<file path="config.mk">
export PLATFORM = sky130hd
export DESIGN_NAME = pin_edge_change_detect
export DESIGN_NICKNAME = d
export VERILOG_FILES = /design/src/design/pin_change_pkg.sv /design/src/design/pin_edge_change_detect.sv /design/src/design/pin_edge_sync.sv
export VERILOG_INCLUDE_DIRS = /design/src /design/src/design
export SDC_FILE = /design/constraint.sdc
export NUM_CORES = 1
export LEC_CHECK = 0
export BUFFER_PORTS_ARGS = -buffer_cell sky130_fd_sc_hd__buf_2
export CAP_MARGIN = 40
export CELL_PAD_IN_SITES_DETAIL_PLACEMENT = 1
export CELL_PAD_IN_SITES_GLOBAL_PLACEMENT = 2
export CORE_MARGIN = 5
export CORE_UTILIZATION = 34
export DETAILED_ROUTE_END_ITERATION = 7
export PLACE_DENSITY = 0.92
export SETUP_SLACK_MARGIN = 0.4
export SLEW_MARGIN = 20
export SYNTH_ARGS = -nofsm -noshare
export SYNTH_HDL_FRONTEND = slang
export SYNTH_SLANG_ARGS = --single-unit
</file>
<file path="constraint.sdc">
create_clock -name ref_clk -period 6.9 [get_ports ref_clk]
set_clock_uncertainty 0.2 [all_clocks]
set_input_delay 0.345 -clock ref_clk [delete_from_list [all_inputs] [get_ports ref_clk]]
set_output_delay 0.345 -clock ref_clk [all_outputs]
set_load 0.01 [all_outputs]
</file>
<file path="src/design/pin_change_params.svh">
// offsets, field positions, reset values and timing counts for the pin change detector
// assumes a 32-bit AHB-Lite slave with word-aligned registers
`ifndef PIN_CHANGE_PARAMS_SVH
`define PIN_CHANGE_PARAMS_SVH

`define OFS_PORTB_RISE_ENABLE 12'h000
`define OFS_PORTB_FALL_ENABLE 12'h004
`define OFS_PORTB_CHANGE_FLAGS 12'h008
`define OFS_PORTC_RISE_ENABLE 12'h00C
`define OFS_PORTC_CHANGE_FLAGS 12'h010
`define OFS_CONTROL 12'h014
`define OFS_IRQ_STATUS 12'h018
`define OFS_IRQ_MASK 12'h01C

`define PORTB_IMPL_MASK 8'hF0
`define PORTC_FULL_MASK 8'hFF
`define PORTC_SMALL_MASK 8'h3F
`define REG_RESET 8'h00
`define CTRL_MASTER_EN_BIT 0
`define STAT_PORTB_BIT 0
`define STAT_PORTC_BIT 1
`define STAT_MASK 2'h3
`define SYNC_STAGES 2

`endif

</file>
<file path="src/design/pin_change_pkg.sv">
// types shared by the pin change detector
// assumes the params header is compiled alongside
package pin_change_pkg;

   typedef struct packed {
      logic [1:0] htrans;
      logic [31:0] haddr;
      logic hwrite;
      logic [2:0] hsize;
      logic hsel;
      logic hready;
   } ahb_req_s;

   typedef struct packed {
      logic [31:0] hrdata;
      logic hreadyout;
      logic hresp;
   } ahb_resp_s;

   typedef enum logic [1:0] {
      TRANS_IDLE = 2'h0,
      TRANS_BUSY = 2'h1,
      TRANS_NONSEQ = 2'h2,
      TRANS_SEQ = 2'h3
   } htrans_e;

   typedef enum {
      PHASE_IDLE,
      PHASE_WRITE,
      PHASE_READ
   } bus_phase_e;

endpackage

</file>
<file path="src/design/pin_edge_change_detect.sv">
// edge-change interrupt detector for second-port pins 7..4 and third-port pins 7..0
// assumes an AHB-Lite master with single word transfers, pins asynchronous to ref_clk
`timescale 1ns/1ps
`include "pin_change_params.svh"

// Notes on behaviour
// - enabled rising edge sets second-port flag, summary
// - enabled falling edge sets second-port flag, summary
// - flags stay set until software writes zero
// - both enables zero means no detection
// - second-port low nibble ignores writes, reads zero
// - third-port rising enables set third-port flags
// - third-port bits six, seven only in full variant
// - all enables and flags reset to zero
// - summary flag is OR of all flags
// - master enable gates only the interrupt request
// - edge during clearing write leaves flag set
module pin_edge_change_detect
   import pin_change_pkg::*;
#(
   parameter bit FULL_VARIANT = 1'b1,
   parameter int PORTB_PINS = 4,
   parameter int PORTC_PINS = 8
) (
   input wire logic ref_clk,
   input wire logic rst_n,
   input wire pin_change_pkg::ahb_req_s ahbReq,
   input wire logic [31:0] hwdata,
   output pin_change_pkg::ahb_resp_s ahbResp,
   input wire logic [7:0] secondPortPin,
   input wire logic [7:0] thirdPortPin,
   output logic summaryChangeFlag,
   output logic irqOut
);
   import pin_change_pkg::*;

   // --------------------------------------------------------------
   // elaboration checks
   // --------------------------------------------------------------
   if (PORTB_PINS != 4 || PORTC_PINS != 8) begin : g_bad_width
      $error("pin_edge_change_detect: only 4 second-port and 8 third-port pins");
   end

   localparam logic [7:0] PORTC_IMPL = FULL_VARIANT ? `PORTC_FULL_MASK : `PORTC_SMALL_MASK;
   localparam logic [7:0] PORTB_IMPL = `PORTB_IMPL_MASK;

   // --------------------------------------------------------------
   // registers
   // --------------------------------------------------------------
   logic [7:0] bRise_reg;
   logic [7:0] bFall_reg;
   logic [7:0] bFlag_reg;
   logic [7:0] bFlag_next;
   logic [7:0] cRise_reg;
   logic [7:0] cFlag_reg;
   logic [7:0] cFlag_next;
   logic masterEn_reg;
   logic [1:0] irqStat_reg;
   logic [1:0] irqStat_next;
   logic [1:0] irqMask_reg;
   logic summary_reg;
   logic irq_reg;
   logic [31:0] rdata_reg;

   // bus pipeline
   logic [11:0] addr_reg;
   bus_phase_e phase_reg;
   logic addrPhase;
   logic wrData;

   // edge detection
   logic [7:0] bRiseEdge;
   logic [7:0] bFallEdge;
   logic [7:0] cRiseEdge;
   logic [7:0] bHit;
   logic [7:0] cHit;
   logic [7:0] wrByte;

   // write strobes, one per register, all in the data phase
   logic wrBRise;
   logic wrBFall;
   logic wrBFlag;
   logic wrCRise;
   logic wrCFlag;
   logic wrCtl;
   logic wrStat;
   logic wrMask;
   logic [31:0] rdata_next;

   pin_edge_sync #(
      .WIDTH(8)
   ) u_sync_b (
      .ref_clk(ref_clk),
      .rst_n(rst_n),
      .pinIn(secondPortPin),
      .riseEdge(bRiseEdge),
      .fallEdge(bFallEdge)
   );

   pin_edge_sync #(
      .WIDTH(8)
   ) u_sync_c (
      .ref_clk(ref_clk),
      .rst_n(rst_n),
      .pinIn(thirdPortPin),
      .riseEdge(cRiseEdge),
      .fallEdge()
   );

   // --------------------------------------------------------------
   // edge qualification
   // --------------------------------------------------------------
   // zero enables give zero hits
   // one slice per pin; positions with no pin behind them stay tied to zero
   for (genvar k = 0; k < 8; k++) begin : g_pin
      logic bRiseHit;
      logic bFallHit;
      logic bKeep;
      logic cKeep;
      assign bRiseHit = bRiseEdge[k] & bRise_reg[k];
      assign bFallHit = bFallEdge[k] & bFall_reg[k];
      assign bHit[k] = PORTB_IMPL[k] & (bRiseHit | bFallHit);
      assign cHit[k] = PORTC_IMPL[k] & cRiseEdge[k] & cRise_reg[k];
      // writing zero clears, writing one leaves the flag as it was
      assign bKeep = bFlag_reg[k] & ~(wrBFlag & ~wrByte[k]);
      assign cKeep = cFlag_reg[k] & ~(wrCFlag & ~wrByte[k]);
      // a hit in the clearing cycle wins over the write
      assign bFlag_next[k] = PORTB_IMPL[k] & (bKeep | bHit[k]);
      assign cFlag_next[k] = PORTC_IMPL[k] & (cKeep | cHit[k]);
   end

   // --------------------------------------------------------------
   // AHB-Lite slave, zero wait states, always OKAY
   // --------------------------------------------------------------
   assign addrPhase = ahbReq.hsel && ahbReq.hready && (ahbReq.htrans == TRANS_NONSEQ
                      || ahbReq.htrans == TRANS_SEQ);
   assign wrData = (phase_reg == PHASE_WRITE);
   assign wrByte = hwdata[7:0];
   assign wrBRise = wrData && (addr_reg == `OFS_PORTB_RISE_ENABLE);
   assign wrBFall = wrData && (addr_reg == `OFS_PORTB_FALL_ENABLE);
   assign wrBFlag = wrData && (addr_reg == `OFS_PORTB_CHANGE_FLAGS);
   assign wrCRise = wrData && (addr_reg == `OFS_PORTC_RISE_ENABLE);
   assign wrCFlag = wrData && (addr_reg == `OFS_PORTC_CHANGE_FLAGS);
   assign wrCtl = wrData && (addr_reg == `OFS_CONTROL);
   assign wrStat = wrData && (addr_reg == `OFS_IRQ_STATUS);
   assign wrMask = wrData && (addr_reg == `OFS_IRQ_MASK);

   always_ff @(posedge ref_clk or negedge rst_n) begin
      if (!rst_n) begin
         phase_reg <= PHASE_IDLE;
         addr_reg <= 12'h000;
      end else begin
         if (addrPhase) begin
            phase_reg <= ahbReq.hwrite ? PHASE_WRITE : PHASE_READ;
            addr_reg <= ahbReq.haddr[11:0];
         end else begin
            phase_reg <= PHASE_IDLE;
         end
      end
   end

   // --------------------------------------------------------------
   // enable and control registers
   // --------------------------------------------------------------
   always_ff @(posedge ref_clk or negedge rst_n) begin
      if (!rst_n) begin
         bRise_reg <= `REG_RESET;
      end else if (wrBRise) begin
         bRise_reg <= wrByte & PORTB_IMPL;
      end
   end

   always_ff @(posedge ref_clk or negedge rst_n) begin
      if (!rst_n) begin
         bFall_reg <= `REG_RESET;
      end else if (wrBFall) begin
         bFall_reg <= wrByte & PORTB_IMPL;
      end
   end

   // small variant keeps bits six and seven at zero
   always_ff @(posedge ref_clk or negedge rst_n) begin
      if (!rst_n) begin
         cRise_reg <= `REG_RESET;
      end else if (wrCRise) begin
         cRise_reg <= wrByte & PORTC_IMPL;
      end
   end

   always_ff @(posedge ref_clk or negedge rst_n) begin
      if (!rst_n) begin
         masterEn_reg <= 1'b0;
      end else if (wrCtl) begin
         masterEn_reg <= hwdata[`CTRL_MASTER_EN_BIT];
      end
   end

   always_ff @(posedge ref_clk or negedge rst_n) begin
      if (!rst_n) begin
         irqMask_reg <= 2'h0;
      end else if (wrMask) begin
         irqMask_reg <= hwdata[1:0] & `STAT_MASK;
      end
   end

   // --------------------------------------------------------------
   // change flags: software writes zero to clear, hardware set wins
   // --------------------------------------------------------------
   // next values come from the per-pin slices above
   always_ff @(posedge ref_clk or negedge rst_n) begin
      if (!rst_n) begin
         bFlag_reg <= `REG_RESET;
         cFlag_reg <= `REG_RESET;
      end else begin
         bFlag_reg <= bFlag_next;
         cFlag_reg <= cFlag_next;
      end
   end

   // --------------------------------------------------------------
   // per-port event status, write one to clear, set beats clear
   // --------------------------------------------------------------
   always_comb begin
      irqStat_next = irqStat_reg;
      if (wrStat) begin
         irqStat_next = irqStat_reg & ~hwdata[1:0];
      end
      irqStat_next[`STAT_PORTB_BIT] = irqStat_next[`STAT_PORTB_BIT] | (|bHit);
      irqStat_next[`STAT_PORTC_BIT] = irqStat_next[`STAT_PORTC_BIT] | (|cHit);
   end

   always_ff @(posedge ref_clk or negedge rst_n) begin
      if (!rst_n) begin
         irqStat_reg <= 2'h0;
      end else begin
         irqStat_reg <= irqStat_next;
      end
   end

   // --------------------------------------------------------------
   // summary and interrupt outputs, registered from next values
   // --------------------------------------------------------------
   // registered from next state so the summary tracks flags in the same cycle
   always_ff @(posedge ref_clk or negedge rst_n) begin
      if (!rst_n) begin
         summary_reg <= 1'b0;
      end else begin
         summary_reg <= |{bFlag_next, cFlag_next};
      end
   end

   always_ff @(posedge ref_clk or negedge rst_n) begin
      if (!rst_n) begin
         irq_reg <= 1'b0;
      end else begin
         // flags still set with master enable off raise nothing
         irq_reg <= masterEn_reg && ((|{bFlag_next, cFlag_next})
                    || (|(irqStat_next & irqMask_reg)));
      end
   end

   assign summaryChangeFlag = summary_reg;
   assign irqOut = irq_reg;

   // --------------------------------------------------------------
   // read data, captured at address phase so hrdata is a flop
   // --------------------------------------------------------------
   // flags are read from their next values so a set in the same cycle is not lost
   always_comb begin
      rdata_next = 32'h0000_0000;
      unique case (ahbReq.haddr[11:0])
         `OFS_PORTB_RISE_ENABLE: rdata_next = {24'h000000, bRise_reg};
         `OFS_PORTB_FALL_ENABLE: rdata_next = {24'h000000, bFall_reg};
         `OFS_PORTB_CHANGE_FLAGS: rdata_next = {24'h000000, bFlag_next};
         `OFS_PORTC_RISE_ENABLE: rdata_next = {24'h000000, cRise_reg};
         `OFS_PORTC_CHANGE_FLAGS: rdata_next = {24'h000000, cFlag_next};
         `OFS_CONTROL: rdata_next = {30'h00000000, summary_reg, masterEn_reg};
         `OFS_IRQ_STATUS: rdata_next = {30'h00000000, irqStat_next};
         `OFS_IRQ_MASK: rdata_next = {30'h00000000, irqMask_reg};
         default: rdata_next = 32'h0000_0000;
      endcase
   end

   always_ff @(posedge ref_clk or negedge rst_n) begin
      if (!rst_n) begin
         rdata_reg <= 32'h0000_0000;
      end else if (addrPhase && !ahbReq.hwrite) begin
         rdata_reg <= rdata_next;
      end
   end

   assign ahbResp.hrdata = rdata_reg;
   assign ahbResp.hreadyout = 1'b1;
   assign ahbResp.hresp = 1'b0;

endmodule

</file>
<file path="src/design/pin_edge_sync.sv">
// per-pin synchroniser and edge detector
// assumes pins are asynchronous to ref_clk
`timescale 1ns/1ps
`include "pin_change_params.svh"

module pin_edge_sync #(
   parameter int WIDTH = 8
) (
   input wire logic ref_clk,
   input wire logic rst_n,
   input wire logic [WIDTH-1:0] pinIn,
   output logic [WIDTH-1:0] riseEdge,
   output logic [WIDTH-1:0] fallEdge
);

   logic [WIDTH-1:0] meta_reg;
   logic [WIDTH-1:0] sync_reg;
   logic [WIDTH-1:0] prev_reg;

   // --------------------------------------------------------------
   // two-flop sync then previous sample
   // --------------------------------------------------------------
   always_ff @(posedge ref_clk or negedge rst_n) begin
      if (!rst_n) begin
         meta_reg <= '0;
         sync_reg <= '0;
         prev_reg <= '0;
      end else begin
         meta_reg <= pinIn;
         sync_reg <= meta_reg;
         prev_reg <= sync_reg;
      end
   end

   // edges compare current with previous synchronised sample
   assign riseEdge = sync_reg & ~prev_reg;
   assign fallEdge = ~sync_reg & prev_reg;

endmodule
</file>
After elaboration in Yosys (flattened, before gate mapping)
Index checks and enable logic that the tools add are counted.
{"block": "totals", "elab_cells": 148, "output_inout_bits": 36, "register_bits": 159, "input_bits": 90}
{"block": "op_classes", "reduce_logical": 21, "eq_ne": 17, "mux": 4, "n_bitwise": 87}
{"operator": "12-bit by 5-bit == test with 1-bit output (second input constant)", "n": 8}
{"operator": "8-bit one-hot mux with 8 select lines", "n": 1}
{"operator": "12-bit by 4-bit == test with 1-bit output (second input constant)", "n": 4}
{"operator": "1-bit AND", "n": 40}
{"operator": "32-bit by 2-bit == test with 1-bit output (second input constant)", "n": 1}
{"operator": "32-bit 2-to-1 mux", "n": 1}
{"operator": "8-bit AND", "n": 3}
{"operator": "12-bit by 3-bit == test with 1-bit output (second input constant)", "n": 2}
{"operator": "12-bit logical NOT", "n": 2}
{"operator": "8-bit NOT", "n": 3}
{"operator": "1-bit NOT", "n": 20}
{"operator": "1-bit bitwise OR", "n": 18}
{"operator": "1-bit logical AND", "n": 12}
{"operator": "12-bit OR reduction", "n": 1}
{"operator": "8-bit OR reduction", "n": 1}
{"operator": "2-bit AND", "n": 2}
{"operator": "2-bit == test (second input constant)", "n": 2}
{"operator": "2-bit 2-to-1 mux", "n": 2}
{"operator": "4-bit OR reduction", "n": 1}
{"operator": "1-bit logical OR", "n": 2}
{"operator": "2-bit NOT", "n": 1}
{"operator": "2-bit OR reduction", "n": 1}
{"operator": "1-bit logical NOT", "n": 1}

Depth between registers and ports, before layout
{"block": "logic_depth", "word_depth": 10, "ltp_mapped": 7}

Cells and area by module
From an unflattened synthesis, not the netlist that was laid out.
{"block": "hier_totals", "cells_unflattened": 323, "hier_area_um2": 4256.6}
{"mod": "pin_edge_change_detect", "area_per_inst_um2": 2775.2, "n_inst": 1, "seq_area_each_um2": 1426.4, "cells_each": 243}
{"mod": "pin_edge_sync", "area_per_inst_um2": 740.7, "n_inst": 2, "seq_area_each_um2": 600.6, "cells_each": 40}

Worst setup path before layout
OpenSTA, ideal clock, no wires.
{"block": "synth_timing", "path_kind": "reg-to-reg", "start": "register addr_reg[9]", "end": "register irq_reg (netlist: irqOut)", "stages_incl_launch_ff": 8, "path_slack_ns": 4.382, "synth_period_minus_slack_ns": 2.518, "path_buffers": 1, "t_arrival_ns": 2.181, "t_required_ns": 6.563, "cell_sequence": "dfrtp_1 > or4_4 > or4_1 > buf_2 > o31ai_1 > nand4_1 > nor3_1 > a31oi_1"}
{"block": "synth_via", "elab_chain_len": 9, "word_cells_on_any_way": 62, "classes_between": "eq/ne: 3; mux: 1; bitwise: 51; reduce/logical: 7"}
{"element": "start, declared", "line_no": "pin_edge_change_detect.sv:66", "rtl": "logic [11:0] addr_reg;"}
{"element": "start signal, assigned", "line_no": "pin_edge_change_detect.sv:155", "rtl": "addr_reg <= ahbReq.haddr[11:0];"}
{"element": "12-bit by 4-bit == test with 1-bit output (no line) or 12-bit by 5-bit == test with 1-bit output (tied branches)"}
{"element": "1-bit logical AND (on tied branches)", "line_no": "pin_edge_change_detect.sv:141, pin_edge_change_detect.sv:143"}
{"element": "1-bit AND (on tied branches)", "line_no": "pin_edge_change_detect.sv:125, pin_edge_change_detect.sv:126"}
{"element": "1-bit NOT (on tied branches)", "line_no": "pin_edge_change_detect.sv:125, pin_edge_change_detect.sv:126"}
{"element": "1-bit AND (on tied branches)", "line_no": "pin_edge_change_detect.sv:125, pin_edge_change_detect.sv:126"}
{"element": "1-bit bitwise OR (on tied branches)", "line_no": "pin_edge_change_detect.sv:128, pin_edge_change_detect.sv:129"}
{"element": "12-bit OR reduction", "line_no": "pin_edge_change_detect.sv:257", "rtl": "irq_reg <= masterEn_reg && ((|{bFlag_next, cFlag_next})"}
{"element": "1-bit logical OR *", "line_no": "pin_edge_change_detect.sv:258", "rtl": "|| (|(irqStat_next & irqMask_reg)));"}
{"element": "1-bit logical AND *", "line_no": "pin_edge_change_detect.sv:257"}
{"element": "end signal, assigned", "line_no": "pin_edge_change_detect.sv:257"}
{"element": "end, declared", "line_no": "pin_edge_change_detect.sv:62", "rtl": "logic irq_reg;"}
Mark *: on every way between the ends. The rest lies on a longest branch, timed or not.
A chain may end at the register's enable or synchronous reset.

Worst setup path in the final report
{"block": "layout_timing", "start": "register addr_reg[9]", "end": "register irq_reg (netlist: irqOut)"}
{"block": "layout_via", "elab_chain_len": 9, "word_cells_on_any_way": 62, "classes_between": "eq/ne: 3; mux: 1; bitwise: 51; reduce/logical: 7"}
{"element": "12-bit by 5-bit == test with 1-bit output (no line)"}
{"element": "1-bit logical AND", "line_no": "pin_edge_change_detect.sv:143", "rtl": "assign wrCFlag = wrData && (addr_reg == `OFS_PORTC_CHANGE_FLAGS);"}
{"element": "1-bit AND", "line_no": "pin_edge_change_detect.sv:126", "rtl": "assign cKeep = cFlag_reg[k] & ~(wrCFlag & ~wrByte[k]);"}
{"element": "1-bit NOT", "line_no": "pin_edge_change_detect.sv:126"}
{"element": "1-bit AND", "line_no": "pin_edge_change_detect.sv:126"}
{"element": "1-bit bitwise OR", "line_no": "pin_edge_change_detect.sv:129", "rtl": "assign cFlag_next[k] = PORTC_IMPL[k] & (cKeep | cHit[k]);"}
{"element": "named net cFlag_next[1]", "line_no": "pin_edge_change_detect.sv:56", "rtl": "logic [7:0] cFlag_next;"}
{"element": "12-bit OR reduction", "line_no": "pin_edge_change_detect.sv:257"}
{"element": "1-bit logical OR", "line_no": "pin_edge_change_detect.sv:258"}
{"element": "1-bit logical AND", "line_no": "pin_edge_change_detect.sv:257"}
The timed path passes the listed nets, and every way through them passes these cells.

==> results.md <==
* P_sw at 0.279 mW
* Slew Limit Fails at 0
* Global route total overflow at 0
* Gr usage total at 0.147
* Post-synth top area share at 0.605
* Diode count at 0
* Largest net degree at the start of global routing at 59
* CTS Sinks at 93
* Mux contribution to synthesized area at 0.108
* Crit. End Element: register
* Synth top cells by count: 93 x dfrtp_1, 35 x mux2_2, 29 x nor2_1, 28 x nand2_1, 26 x buf_4
* Top_reg_cell synth: dfrtp_1
* Min cycle time layout at 2.91 ns
* Fmax at 343 MHz
* Clock share of power at 0.399
* Vias in the first global route at 2794
* R2r endpoint: irqOut
* Max FFs per register at 12
* Core box area at 11000 um^2
* Post-synth cell types at 38
* Syn Area/Cell at 12.0 um^2
* Sw frac at 0.243
* Worst VDD drop at 190 uV
* Vias at 2623
* Yosys warnings at 0
* Worst-path clk slew at 0.06 ns
* Die Height at 116 um
* CTS tree: done
* Crit Path Class: reg -> reg
* Startpoint Class: register
* Post-synthesis simple-gate area fraction at 0.158
* Leakage power at 1.96 nW
* Crit Path Max Fanout at 5
* Iteration-0 DRC Markers at 106
* Post-synth EDFFs at 0
* Clock latency on the worst-skew pair at 0.34 ns
* DRC at 0
* Rows at 38
* Post-Syn Area at 3840 um^2
* Hold depth at 2
* Xor/xnor share of the synthesized area at 0
* Critical path's slowest cell: nor4_1
* Routability cong. at 0.841
* Largest cells by area after synthesis: dfrtp_1 61%, mux2_2 10%, buf_4 5.1%, nor2_1 2.8%, nand2_1 2.7%
* Combinational fraction of design power at 0.079
* Register area share after synthesis at 0.605
* Post-detail-place hpwl at 6.83 mm
* Slew margin rel. at 0.519
* Reg2reg setup slack at 3.99 ns
* Hold Startpoint: hwdata[3]
* Unrepaired setup endpoints after global routing: no
* Clk root buf: clkbuf_16
* Setup ws final at 3.99 ns
* Area growth syn-to-layout at 18.3%
* CP max stage delay at 0.57 ns
* Slew @ Worst Pin at 0.722 ns
* Die width at 116 um
* Flop pwr share at 0.522
* Max clock buf depth at 2
* Status: complete, no violations
* CP arrival at 2.92 ns
* Main combinational cell family by area after synthesis: simple AND/OR/NAND/NOR gates
* IO Pins at 126
* Most numerous cell in the Yosys netlist: dfrtp_1
* H-tree depth at 3
* Compound-Gate Fraction of Synth Area at 0.0654
* Die area at 13500 um^2
* Initial core utilization at 0.350
* DRT Wirelength at 9.17 mm
* Routed Antenna Nets at 0
* Average wire per standard cell at 17.4 um
* Adder-cell area share of the yosys netlist at 0
* Layout fillers at 1213
* Cell taking the most area after synthesis: dfrtp_1
* Final setup fails at 0
* Critical R2R Launch: addr_reg[9]
* Cells after synthesis at 319
* Global-route wire length before repair at 15.0 mm
* Vias per Instance at 4.97
* CTS Buf Count at 9
* Share of async-settable or async-resettable flops after synthesis at 1.00
* Final hold violations at 0
* Final #Nets at 473
* Worst Hold End: cRise_reg[3]
* Max cap viols at 0
* Tot Pwr at 1.15 mW
* Setup TNS at 0 ns
* Yosys reg bits at 93
* WP data required at 6.90 ns
* # port buffers at 47
* P_int at 0.870 mW
* Share of cells above drive strength 1 at 0.263
* R2R cell count at 6
* Initial antenna violation count at 0
* Worst slack at placement at 4.02 ns
* Cell Pwr Density at 253 nW/um^2
* Final period utilization at 0.422
* Critical path cell sequence: nor4_1, and4_1, a21oi_1, or4_1, nor4_2, a31oi_1
* HP Class: in -> reg
* Post-CTS Resized at 0
* Iteration count of the initial detailed-routing pass at 4
==> cell usage in the layout (no fill, tap or decap), types with 9 or more instances in the layout <==
cell type       n
clkbuf_16       9
nand2_1        28
buf_2          47
dfrtp_1        93
nor2_1         29
conb_1         26
nor3_1          9
a21oi_1        10
mux2_2         35
dlygate4sd3_1  13
==> worst max-delay path: cells and delay by family (launching register included) <==
kind,cells,cell delay (ns)
compound gates,2,0.33
flops,1,0.39
simple gates,4,1.84
==> cell families after synthesis <==
family / Yosys count
and+or+nand+nor: 111
other: 2
DFF: 93
buffers and inverters: 37
AOI/OAI and AO/OA: 39
muxes: 37
==> per-layer routing <==
layer / up-vias / global-route usage / share of wire / wire, um
li1: 1211 / - / - / -
met3: 11 / 0.0472 / 0.068 / 623
met2: 65 / 0.239 / 0.48 / 4430
met4: 0 / 0.0510 / 0.016 / 146
met1: 1336 / 0.186 / 0.43 / 3970
met5: - / 0 / 0 / 0
==> power groups by stage <==
stage | Clock, mW | Sequential (mW) | Combinational (mW)
finish | 0.458 | 0.600 | 0.0909
CTS | 0.473 | 0.600 | 0.0922
global route | 0.491 | 0.604 | 0.102
floorplan | 0 | 0.599 | 0.0656
global placement | 0 | 0.607 | 0.0826
detailed placement | 0 | 0.610 | 0.0860
==> repair_timing <==
item                                   4_1_cts  5_1_grt
hold buffers                                13        0
buffers inserted                             0        0
endpoints found under the hold margin       47        0
==> worst max path at each step <==
stage	from	slack (ns)	endpoint
final	addr_reg[9]	3.99	irqOut
after global routing	addr_reg[9]	3.84	irqOut
after CTS	addr_reg[9]	4.00	irqOut
after detailed placement	addr_reg[9]	4.02	irqOut
after global placement	ahbReq[15]	4.01	rdata_reg[1]
after floorplan	addr_reg[9]	4.38	irqOut
==> through the flow <==
stage | cells | utilization | hold slack (ns) | area, um^2
5_1_grt | 528 | 0.414 | 0.0549 | 4550
6_report | 528 | 0.414 | 0.0578 | 4550
2_1_floorplan | 343 | - | -0.151 | 3930
3_5_place_dp | 499 | 0.377 | 0.131 | 4140
4_1_cts | 528 | 0.414 | 0.0427 | 4550
3_3_place_gp | 498 | 0.376 | 0.128 | 4130
==> area by class of cell <==
type / count / area [um^2] / share of cell area
Clock buffer: 11 / 243 / 0.0534
Timing Repair Buffer: 62 / 380 / 0.0837
Inverter: 4 / 15.0 / 0.00330
Tap cell: 140 / 175 / 0.0385
Clock inverter: 5 / 36.3 / 0.00798
Multi-Input combinational cell: 213 / 1370 / 0.301
Sequential cell: 93 / 2330 / 0.512
(Power assumes the default switching activity.)
